==> config.mk <==
export PLATFORM = sky130hd
export DESIGN_NAME = sirq_top
export DESIGN_NICKNAME = d
export VERILOG_FILES = /design/src/inc/sirq_pkg.sv /design/src/sirq_prot.sv /design/src/sirq_chan.sv /design/src/sirq_top.sv
export VERILOG_INCLUDE_DIRS = /design/src /design/src/inc
export SDC_FILE = /design/constraint.sdc
export NUM_CORES = 1
export LEC_CHECK = 0
export BUFFER_PORTS_ARGS = -buffer_cell sky130_fd_sc_hd__buf_2
export CELL_PAD_IN_SITES_DETAIL_PLACEMENT = 0
export CELL_PAD_IN_SITES_GLOBAL_PLACEMENT = 1
export CORE_MARGIN = 2
export CORE_UTILIZATION = 36
export CTS_CLUSTER_DIAMETER = 150
export CTS_CLUSTER_SIZE = 30
export DETAILED_ROUTE_END_ITERATION = 10
export PLACE_DENSITY_LB_ADDON = 0.1
export SLEW_MARGIN = 30
export SYNTH_ARGS = -nofsm -noshare
export SYNTH_HDL_FRONTEND = slang
export SYNTH_SLANG_ARGS = --single-unit
==> constraint.sdc <==
create_clock -name core_clk_i -period 1.6 [get_ports core_clk_i]
set_input_delay 0 -clock core_clk_i [delete_from_list [all_inputs] [get_ports core_clk_i]]
set_output_delay 0 -clock core_clk_i [all_outputs]
set_load 0.005 [all_outputs]
==> src/inc/sirq_map.svh <==
// Purpose: Register offsets, field positions and reset values of the serial
//          interrupt routing block.
// Assumes: 8-bit byte address, 32-bit data words, one word per register.
// Notes:   Definitions only.
`ifndef SIRQ_MAP_SVH
`define SIRQ_MAP_SVH

`define SIRQ_NCH 12
`define SIRQ_AW 8

`define SIRQ_PROT_OFS 8'h00
`define SIRQ_STOP_OFS 8'h04
`define SIRQ_GSRC_OFS 8'h08
`define SIRQ_GEN_OFS 8'h0c
`define SIRQ_ISTAT_OFS 8'h10
`define SIRQ_IMASK_OFS 8'h14
`define SIRQ_CH_PAGE 2'h1

`define SIRQ_PROT_KEY 8'ha5
`define SIRQ_PROT_KEY_LSB 8
`define SIRQ_PROT_UNLOCK 0
`define SIRQ_STOP_RST 12'hfff

`define SIRQ_CH_RF 0
`define SIRQ_CH_TE 1
`define SIRQ_CH_TN 2
`define SIRQ_CH_ER 3
`define SIRQ_CH_OVR 4
`define SIRQ_CH_FER 5
`define SIRQ_CH_PER 6
`define SIRQ_CH_EN_LSB 8

`define SIRQ_IS_GERR 0
`define SIRQ_IS_REFUSED 1

`endif

==> src/inc/sirq_pkg.sv <==
// Purpose: Types shared by the serial interrupt routing block.
// Assumes: Map header is on the include path.
// Notes:   Flag order matches the per-channel register layout.
`include "sirq_map.svh"

package sirq_pkg;

    typedef struct packed {
        logic parity;
        logic framing;
        logic overrun;
        logic tx_end;
        logic tx_empty;
        logic rx_full;
    } sirq_flags_t;

    typedef struct packed {
        logic tx_end;
        logic tx_empty;
        logic rx_full;
    } sirq_ack_t;

    typedef struct packed {
        logic [`SIRQ_AW-1:0] addr;
        logic [31:0] wdata;
        logic wr;
        logic rd;
    } sirq_bus_t;

endpackage

==> src/sirq_prot.sv <==
// Purpose: Write protection and module stop control for all channels.
// Assumes: Strobes come from logic on the same clock.
// Notes:   Every channel starts stopped.
`timescale 1ns/1ps
`default_nettype none
`include "sirq_map.svh"

module sirq_prot import sirq_pkg::*; (
    input wire logic core_clk_i,
    input wire logic rst_b_i,
    input wire logic prot_wr_i,
    input wire logic stop_wr_i,
    input wire logic [31:0] wdata_i,
    output logic unlocked_o,
    output logic [`SIRQ_NCH-1:0] stop_o,
    output logic refused_o
);
    typedef struct packed {
        logic unlocked;
        logic [`SIRQ_NCH-1:0] stop;
        logic refused;
    } sirq_prot_st_t;

    sirq_prot_st_t st_reg;
    sirq_prot_st_t st_next;

    always_comb begin
        st_next = st_reg;
        st_next.refused = 1'b0;
        // A wrong key leaves the protection as it was.
        if (prot_wr_i && wdata_i[`SIRQ_PROT_KEY_LSB +: 8] == `SIRQ_PROT_KEY) begin
            st_next.unlocked = wdata_i[`SIRQ_PROT_UNLOCK];
        end
        if (stop_wr_i) begin
            if (st_reg.unlocked) begin
                st_next.stop = wdata_i[`SIRQ_NCH-1:0];
            end else begin
                st_next.refused = 1'b1;
            end
        end
    end

    always_ff @(posedge core_clk_i) begin
        if (!rst_b_i) begin
            st_reg.unlocked <= 1'b0;
            st_reg.stop <= `SIRQ_STOP_RST;
            st_reg.refused <= 1'b0;
        end else begin
            st_reg <= st_next;
        end
    end

    assign unlocked_o = st_reg.unlocked;
    assign stop_o = st_reg.stop;
    assign refused_o = st_reg.refused;
endmodule // sirq_prot

`default_nettype wire

==> src/sirq_chan.sv <==
// Purpose: Request and error flags of one serial channel.
// Assumes: Events, acknowledges and strobes are on the core clock.
// Notes:   Flags set regardless of their enables, so they can be polled.
`timescale 1ns/1ps
`default_nettype none
`include "sirq_map.svh"

module sirq_chan import sirq_pkg::*; (
    input wire logic core_clk_i,
    input wire logic rst_b_i,
    input wire logic run_i,
    input wire logic wr_i,
    input wire logic [31:0] wdata_i,
    input wire sirq_flags_t evt_i,
    input wire sirq_ack_t ack_i,
    output sirq_flags_t flags_o,
    output logic [3:0] en_o
);
    typedef struct packed {
        sirq_flags_t flags;
        logic [3:0] en;
    } sirq_chan_st_t;

    sirq_chan_st_t st_reg;
    sirq_chan_st_t st_next;
    sirq_flags_t clr;

    always_comb begin
        st_next = st_reg;
        clr = '0;
        if (wr_i) begin
            clr.rx_full = wdata_i[`SIRQ_CH_RF];
            clr.tx_empty = wdata_i[`SIRQ_CH_TE];
            clr.tx_end = wdata_i[`SIRQ_CH_TN];
            clr.overrun = wdata_i[`SIRQ_CH_OVR];
            clr.framing = wdata_i[`SIRQ_CH_FER];
            clr.parity = wdata_i[`SIRQ_CH_PER];
            st_next.en = wdata_i[`SIRQ_CH_EN_LSB +: 4];
        end
        clr.rx_full = clr.rx_full | ack_i.rx_full;
        clr.tx_empty = clr.tx_empty | ack_i.tx_empty;
        clr.tx_end = clr.tx_end | ack_i.tx_end;
        // A new event in the clearing cycle wins over the clear.
        st_next.flags = (st_reg.flags & ~clr) | evt_i;
        if (!run_i) begin
            // A stopped channel holds everything idle.
            st_next = '0;
        end
    end

    always_ff @(posedge core_clk_i) begin
        if (!rst_b_i) begin
            st_reg <= '0;
        end else begin
            st_reg <= st_next;
        end
    end

    assign flags_o = st_reg.flags;
    assign en_o = st_reg.en;
endmodule // sirq_chan

`default_nettype wire

==> src/sirq_top.sv <==
// Purpose: Interrupt request routing for twelve serial channels, with a
//          grouped receive error request and module stop control.
// Assumes: Single core clock; channel events and processor acknowledges
//          are one-cycle pulses on that clock.
// Notes:   Registers are reached over a plain strobe port; read data
//          stand in the cycle after the read strobe.
//
// The plain strobed port and the address map were decided locally.
`timescale 1ns/1ps
`default_nettype none
`include "sirq_map.svh"

// Behaviour
// - Receive errors have no vector per channel.
// - All twelve channel errors raise one request.
// - Group source register holds one flag per channel.
// - Overrun, framing or parity raises receive error.
// - Channels start stopped and stay idle stopped.
// - Stop register writes blocked while protection active.
// - Four sources per channel, each with enable.
// - Transmit empty request when byte can be accepted.
// - Receive full request when byte is available.
// - Request flags stay readable and set when polled.
// - Processor acceptance clears the request flag.
module sirq_top import sirq_pkg::*; (
    input wire logic core_clk_i,
    input wire logic rst_b_i,
    input wire logic [`SIRQ_AW-1:0] addr_i,
    input wire logic [31:0] wdata_i,
    input wire logic wr_i,
    input wire logic rd_i,
    output logic [31:0] rdata_o,
    input wire sirq_flags_t [`SIRQ_NCH-1:0] evt_i,
    input wire sirq_ack_t [`SIRQ_NCH-1:0] ack_i,
    output logic [`SIRQ_NCH-1:0] receive_full_request_o,
    output logic [`SIRQ_NCH-1:0] transmit_empty_request_o,
    output logic [`SIRQ_NCH-1:0] transmit_end_request_o,
    output logic receive_error_request_o,
    output logic [`SIRQ_NCH-1:0] chan_stop_o,
    output logic irq_o
);
    typedef struct packed {
        logic [`SIRQ_NCH-1:0] group_error_enable_reg;
        logic [1:0] istat;
        logic [1:0] imask;
        logic [31:0] rdata;
        logic [`SIRQ_NCH-1:0] rf_req;
        logic [`SIRQ_NCH-1:0] te_req;
        logic [`SIRQ_NCH-1:0] tn_req;
        logic err_req;
        logic irq;
    } sirq_top_st_t;

    sirq_top_st_t st_reg;
    sirq_top_st_t st_next;
    sirq_bus_t bus;

    logic unlocked;
    logic [`SIRQ_NCH-1:0] stop;
    logic refused;
    logic prot_wr;
    logic stop_wr;
    logic ch_hit;
    logic [3:0] ch_idx;

    sirq_flags_t [`SIRQ_NCH-1:0] flags;
    logic [`SIRQ_NCH-1:0][3:0] en;
    logic [`SIRQ_NCH-1:0][31:0] ch_rdata;
    logic [`SIRQ_NCH-1:0] group_error_source_reg;
    logic [`SIRQ_NCH-1:0] chan_wr;

    assign bus.addr = addr_i;
    assign bus.wdata = wdata_i;
    assign bus.wr = wr_i;
    assign bus.rd = rd_i;

    // Channel registers occupy one word each in the second 64-byte page.
    assign ch_idx = bus.addr[5:2];
    assign ch_hit = (bus.addr[7:6] == `SIRQ_CH_PAGE) &&
        (ch_idx < 4'(`SIRQ_NCH)) && (bus.addr[1:0] == 2'h0);

    assign prot_wr = bus.wr && (bus.addr == `SIRQ_PROT_OFS);
    assign stop_wr = bus.wr && (bus.addr == `SIRQ_STOP_OFS);

    sirq_prot u_prot (
        .core_clk_i(core_clk_i),
        .rst_b_i(rst_b_i),
        .prot_wr_i(prot_wr),
        .stop_wr_i(stop_wr),
        .wdata_i(bus.wdata),
        .unlocked_o(unlocked),
        .stop_o(stop),
        .refused_o(refused)
    );

    genvar ch;
    generate
        for (ch = 0; ch < `SIRQ_NCH; ch = ch + 1) begin : g_chan
            // Configuration writes to a stopped channel are dropped.
            assign chan_wr[ch] = bus.wr && ch_hit &&
                (ch_idx == 4'(ch)) && !stop[ch];

            sirq_chan u_chan (
                .core_clk_i(core_clk_i),
                .rst_b_i(rst_b_i),
                .run_i(!stop[ch]),
                .wr_i(chan_wr[ch]),
                .wdata_i(bus.wdata),
                .evt_i(evt_i[ch]),
                .ack_i(ack_i[ch]),
                .flags_o(flags[ch]),
                .en_o(en[ch])
            );

            // Any of the three error conditions marks the channel.
            assign group_error_source_reg[ch] = flags[ch].overrun |
                flags[ch].framing | flags[ch].parity;

            assign ch_rdata[ch] = {
                20'h0,
                en[ch],
                1'b0,
                flags[ch].parity,
                flags[ch].framing,
                flags[ch].overrun,
                group_error_source_reg[ch],
                flags[ch].tx_end,
                flags[ch].tx_empty,
                flags[ch].rx_full
            };
        end
    endgenerate

    logic [31:0] rd_word;
    logic [1:0] ev_set;
    logic gerr_next;

    always_comb begin
        st_next = st_reg;

        // Per-channel requests only leave when their enable is set.
        for (int i = 0; i < `SIRQ_NCH; i++) begin
            st_next.rf_req[i] = flags[i].rx_full & en[i][0];
            st_next.te_req[i] = flags[i].tx_empty & en[i][1];
            st_next.tn_req[i] = flags[i].tx_end & en[i][2];
        end

        // Errors never get a vector per channel; they meet in one
        // request, masked per channel without touching the flags.
        gerr_next = |(group_error_source_reg &
            st_reg.group_error_enable_reg &
            {`SIRQ_NCH{1'b1}});
        st_next.err_req = gerr_next;

        ev_set = '0;
        ev_set[`SIRQ_IS_GERR] = gerr_next & ~st_reg.err_req;
        ev_set[`SIRQ_IS_REFUSED] = refused;

        if (bus.wr) begin
            case (bus.addr)
                `SIRQ_GEN_OFS: begin
                    st_next.group_error_enable_reg =
                        bus.wdata[`SIRQ_NCH-1:0];
                end
                `SIRQ_IMASK_OFS: begin
                    st_next.imask = bus.wdata[1:0];
                end
                default: begin
                end
            endcase
        end

        rd_word = 32'h0;
        if (bus.rd) begin
            case (bus.addr)
                `SIRQ_PROT_OFS: begin
                    rd_word = {31'h0, unlocked};
                end
                `SIRQ_STOP_OFS: begin
                    rd_word = {20'h0, stop};
                end
                `SIRQ_GSRC_OFS: begin
                    rd_word = {20'h0, group_error_source_reg};
                end
                `SIRQ_GEN_OFS: begin
                    rd_word = {20'h0, st_reg.group_error_enable_reg};
                end
                `SIRQ_ISTAT_OFS: begin
                    rd_word = {30'h0, st_reg.istat};
                end
                `SIRQ_IMASK_OFS: begin
                    rd_word = {30'h0, st_reg.imask};
                end
                default: begin
                    if (ch_hit) begin
                        rd_word = ch_rdata[ch_idx];
                    end
                end
            endcase
        end
        st_next.rdata = rd_word;

        // Reading the status clears it, but a new event in the same
        // cycle stays latched.
        if (bus.rd && bus.addr == `SIRQ_ISTAT_OFS) begin
            st_next.istat = ev_set;
        end else begin
            st_next.istat = st_reg.istat | ev_set;
        end
        st_next.irq = |(st_next.istat & st_next.imask);
    end

    always_ff @(posedge core_clk_i) begin
        if (!rst_b_i) begin
            st_reg <= '0;
        end else begin
            st_reg <= st_next;
        end
    end

    assign rdata_o = st_reg.rdata;
    assign receive_full_request_o = st_reg.rf_req;
    assign transmit_empty_request_o = st_reg.te_req;
    assign transmit_end_request_o = st_reg.tn_req;
    assign receive_error_request_o = st_reg.err_req;
    assign chan_stop_o = stop;
    assign irq_o = st_reg.irq;
endmodule // sirq_top

`default_nettype wire

### Word-level counts from Yosys, hierarchy flattened

Index checks and enable logic that the tools add are counted.

* magnitude comparators: 2
* equal/unequal tests: 18
* multiplexer cells: 20
* bitwise gates (word level): 138
* reduce and logical (&&, ||, !) cells: 64

Operator list (count)
* case mux 32 bit (6 select lines): 1
* binary-select mux 32 bit (select 4 bit): 1
* AND 6 bit: 12
* 2-to-1 mux 6 bit: 12
* inverter 6 bit: 12
* bitwise OR 6 bit: 12
* 2-to-1 mux 32 bit: 2
* bitwise OR 1 bit: 60
* AND 1 bit: 37
* logical AND 1 bit: 31
* OR reduction 2 bit: 13
* equality test 4 x 3 -> 1 bit (second input constant): 4
* equality test 4 bit (second input constant): 4
* equality test 8 x 4 -> 1 bit (second input constant): 2
* equality test 8 x 5 -> 1 bit (second input constant): 2
* AND 12 bit: 1
* zero test 1 bit: 12
* OR reduction 12 bit: 1
* equality test 4 x 2 -> 1 bit (second input constant): 2
* equality test 8 x 3 -> 1 bit (second input constant): 1
* equality test 8 bit (second input constant): 1
* zero test 8 bit: 1
* AND reduction 2 bit: 4
* 2-to-1 mux 2 bit: 3
* other kinds (10): 11

* register bits: 220
* input bits: 152
* word-level logic and storage cells: 338

### Longest topological paths before layout

* word-level depth: 11
* depth in mapped cells: 8
* gate-level depth less buffers: 4

### Cells and area by module

A second synthesis with hierarchy kept.

* cell total of the unflattened synthesis: 1010
* area, all modules: 9062.4 um^2

By module, submodules not included
* sirq_chan: instances 12, cells an instance 41, area each 360.3 um^2, seq. area each 200.2 um^2
* sirq_top: instances 1, cells an instance 455, area each 4230.3 um^2, seq. area each 1321.3 um^2
* sirq_prot: instances 1, cells an instance 63, area each 508.0 um^2, seq. area each 280.3 um^2

### Least setup slack after synthesis

No wires, ideal clock.

* path kind: input to register
* from: input addr_i[7]
* to: register st_reg (netlist bit irq_o)
* library setup time: 92 ps
* arrival: 1615 ps
* data required time: 1508 ps
* path slack: -108 ps
* stages on the path: 5
* path buffers: 1
* cell sequence: or4_1 -> clkbuf_1 -> nor4_2 -> mux2_2 -> o32ai_1

* longest elaborated chain between the ends: 5
* elaborated cells between the ends (all ways): 8
* those cells by class: 2 x eq/ne; 3 x mux; 1 x bitwise; 2 x reduce/logical

RTL lines
* start: declaration: RTL line sirq_top.sv:28 `` input wire logic [`SIRQ_AW-1:0] addr_i, ``
* equality test 8 x 5 -> 1 bit, on equally long branches
* 2-to-1 mux 2 bit or logical AND 1 bit (tied branches)
* 2-to-1 mux 2 bit, on equally long branches: RTL line sirq_top.sv:159, sirq_top.sv:205
* AND 2 bit *: RTL line sirq_top.sv:210 `st_next.irq = |(st_next.istat & st_next.imask);`
* OR reduction 2 bit *: RTL line sirq_top.sv:210
* end signal: assignment: RTL line sirq_top.sv:217 `st_reg <= st_next;`
* end: declaration: RTL line sirq_top.sv:54 `sirq_top_st_t st_reg;`

Every way passes the cells marked *; elsewhere a longest branch is shown, timed or not.
A chain may end at the register's enable or synchronous reset.

### Worst setup path in the final report

* from: register g_chan[0].u_chan.st_reg (netlist bit g_chan[0].u_chan.flags_o[3])
* to: register st_reg (netlist bit rdata_o[0])

* longest elaborated chain between the ends: 3

RTL lines
* start: declaration: RTL line sirq_chan.sv:24 `sirq_chan_st_t st_reg;`
* start signal: assignment: RTL line sirq_chan.sv:55 `st_reg <= st_next;`
* bitwise OR 1 bit: RTL line sirq_top.sv:116 `assign group_error_source_reg[ch] = flags[ch].overrun |`
* bitwise OR 1 bit: RTL line sirq_top.sv:117 `flags[ch].framing | flags[ch].parity;`
* case mux 32 bit (6 select lines): RTL line sirq_top.sv:175 `case (bus.addr)`

Every way passes these cells.

==> summary.txt <==
Run status
  • Outcome: completed

Timing
  • Highest achievable clock rate: 628 MHz
  • Final clock period utilization by the worst path: 99.5%
  • Final Hold Violating Endpoints: 0
  • Final count of pins violating max slew: 0
  • Finish-stage setup viols: 0
  • Minimum hold slack: 0.00965 ns
  • Slew HR: 51.1%
  • Fin crit period: 1.59 ns
  • Slew at the pin with the worst max-slew slack: 0.730 ns
  • Worst clock skew: 0.0163 ns
  • Unrepaired setup endpoints after global routing: yes

Routing
  • Final routed wire length divided by cell count: 21.5 um
  • Vias per cell: 5.40
  • Starting DRC count in detailed routing: 758
  • Routed via count: 9439
  • Remaining antenna violation count: 0
  • Router iterations before antenna repair: 8
  • Total DRC errors in the routed layout: 0
  • Final wirelength: 37600 um

Yosys
  • Mapped cell area: 9580 sq um
  • Synth top area cells: sky130_fd_sc_hd__dfxtp_1 (42%), sky130_fd_sc_hd__mux4_2 (7.5%), sky130_fd_sc_hd__buf_4 (5.4%), sky130_fd_sc_hd__o21ai_0 (5.3%), sky130_fd_sc_hd__nand3_1 (3.8%)
  • Cell type with the highest aggregate area in the netlist: sky130_fd_sc_hd__dfxtp_1
  • Top-area cell type share of the netlist area: 41.8%
  • Number of synthesized register bits: 200
  • Top-count cell post-synth: sky130_fd_sc_hd__dfxtp_1
  • EDFF count, synth: 0
  • Number of warning messages in the yosys log: 0
  • Fraction of the yosys area taken by sequential cells: 41.8%
  • Post-Synthesis Mean Instance Area: 9.19 sq um
  • Synth top cells by count: sky130_fd_sc_hd__dfxtp_1 (200), sky130_fd_sc_hd__o21ai_0 (102), sky130_fd_sc_hd__inv_1 (82)
  • Cell count after synthesis: 1042
  • Unique masters post-synth: 51
  • Share of synthesized flip-flops with an asynchronous set or reset: 0%
  • Most used DFF post-synth: sky130_fd_sc_hd__dfxtp_1

Clock network
  • TritonCTS clock tree: done
  • Maximum level of the CTS H-tree: 4
  • Root buffer cell: sky130_fd_sc_hd__clkbuf_16
  • Number of buffers between clock root and the deepest sink: 2
  • TritonCTS sink count: 200
  • CTS clk-pin slew, worst paths: 0.09 ns
  • Clock latency of the later-clocked register in the worst-skew pair: 0.45 ns
  • CTS Buf Count: 17

Layout
  • Fraction of layout cells with a size suffix above 1: 31.2%
  • Number of antenna diodes: 0
  • Share of the core filled with cells: 51.3%
  • Fin nets: 1551
  • Number of inserted filler cells in the final layout: 2493
  • Final non-filler cell total: 1747
  • Synthesis-to-finish area growth: 39.5%
  • Final standard cell area without fillers: 13400 sq um
  • Flip-flop count of the largest register after layout: 72

Power
  • Design Power: 10.6 mW
  • Worst-case vdd ir drop: 0.682 mV
  • P per Cell Area: 795 nW/um^2
  • Static power due to leakage: 5.54 nW

Flow run
  • Maxcap violations: 0

Hold path
  • Worst hold-check path type: input pin to flop

Placed design
  • Placed cell area: 11400 sq um
  • DP Cell Count: 1602
  • Port Buffer Count: 197
  • Final weighted congestion of routability-driven global placement: 0.888
  • Post-DP HPWL: 27700 um

Global routing
  • GRT Util Overall: 26.3%
  • Vias in the first global route: 9256
  • Global-route wire length before repair: 56000 um
  • Pin count of the biggest net entering global routing: 39
  • Antenna violations before repair: 0
  • Total global routing overflow: 0

Floorplanning
  • Overall die area: 27900 sq um
  • Starting density of the core: 36.8%
  • Die Span X: 167 um
  • DIE HEIGHT: 167 um
  • Number of rows created at floorplan: 59
  • Num ports: 234
  • CORE AREA: 26100 sq um

Critical path
  • Peak fanout along the critical path: 4
  • Required arrival time at the worst endpoint: 1.93 ns
  • Data arrival time of the worst path: 1.92 ns
  • Critical Path Sink Type: flop
  • Worst Setup Start Kind: flop
  • Critical setup path kind: flop to flop
==> final cells by class <==
cell class	instances	area, sq um	share of cell area, %
inverter	84	315	2.36
sequential	200	4020	30.1
timing repair buffer	448	3320	24.9
clock inverter	15	205	1.54
multi-input combinational	648	4660	34.9
clock buffer	17	425	3.18
tap	335	419	3.14
==> path summary, 6_finish.rpt <==
| path | slack (ns) | start | cells past startpoint | to |
|---|---|---|---|---|
| worst max-delay path | 0.009 | g_chan[0].u_chan.flags_o[3] | 4 | rdata_o[0] |
| worst min-delay path | 0.01 | wdata_i[5] | 2 | g_chan[10].u_chan.flags_o[4] |
| worst max register to register | 0.009 | g_chan[0].u_chan.flags_o[3] | 4 | rdata_o[0] |
| worst min register to register | 0.48 | g_chan[6].u_chan.en_o[3] | 2 | g_chan[6].u_chan.en_o[3] |
==> what timing repair did <==
item | in CTS | in global routing
gates cloned | 0 | 0
setup endpoints to repair | 3 | 6
hold endpoints to repair | 79 | 1
hold buffers | 112 | 1
buffers inserted | 0 | 1
resized for setup | 10 | 26
pin swaps | 3 | 4
==> logic make-up after synthesis <==
logic type	after synthesis	synth area share, %
multiplexers	71	11.6
AO/OA/AOI/OAI	316	20.9
other	1	0.0392
flip-flops	200	41.8
AND/OR/NAND/NOR	241	13.9
buffers and inverters	213	11.7
==> per-layer routing <==
| layer | vias to the layer above | wire [um] | global-route usage [%] |
|---|---|---|---|
| li1 | 4448 | - | - |
| met1 | 4605 | 17300 | 36.9 |
| met2 | 343 | 17300 | 42.5 |
| met3 | 43 | 2260 | 3.73 |
| met4 | 0 | 795 | 7.27 |
| met5 | - | 0 | 0 |
==> power by group <==
group / leakage [nW] / internal [mW] / switching, mW / total [mW]
clock: 0.309 / 2.32 / 2.37 / 4.69
sequential: 1.61 / 4.97 / 0.000591 / 4.97
combinational: 3.62 / 0.479 / 0.487 / 0.966
==> critical path: stages, from the launching register on <==
cell and delay, ns:
sky130_fd_sc_hd__dfxtp_2 0.34, sky130_fd_sc_hd__or3_4 0.38, sky130_fd_sc_hd__mux4_2 0.49, sky130_fd_sc_hd__a22oi_2 0.17, sky130_fd_sc_hd__o22ai_1 0.09
==> layout by cell type (no fill, tap or decap), drive strengths merged, types with 7 or more instances in the layout <==
cell type,count
a21oi,50
a22oi,9
a311oi,36
a31oi,37
and3,37
buf,335
clkbuf,17
conb,20
dfxtp,200
dlygate4sd3,113
inv,94
mux2i,36
mux4,32
nand2,7
nand2b,21
nand3,73
nand4,7
nor2,52
nor3,15
nor4,8
o21a,37
o21ai,103
o31ai,23
==> stage by stage <==
step	TNS [ns]	setup WS [ns]
floorplan	0	0.00256
global placement	-0.931	-0.101
detailed placement	-1.37	-0.169
CTS	-0.00733	-0.00733
global route	-0.0741	-0.0380
finish	0	0.00864
Note: power is estimated with default switching activity, not from simulation.
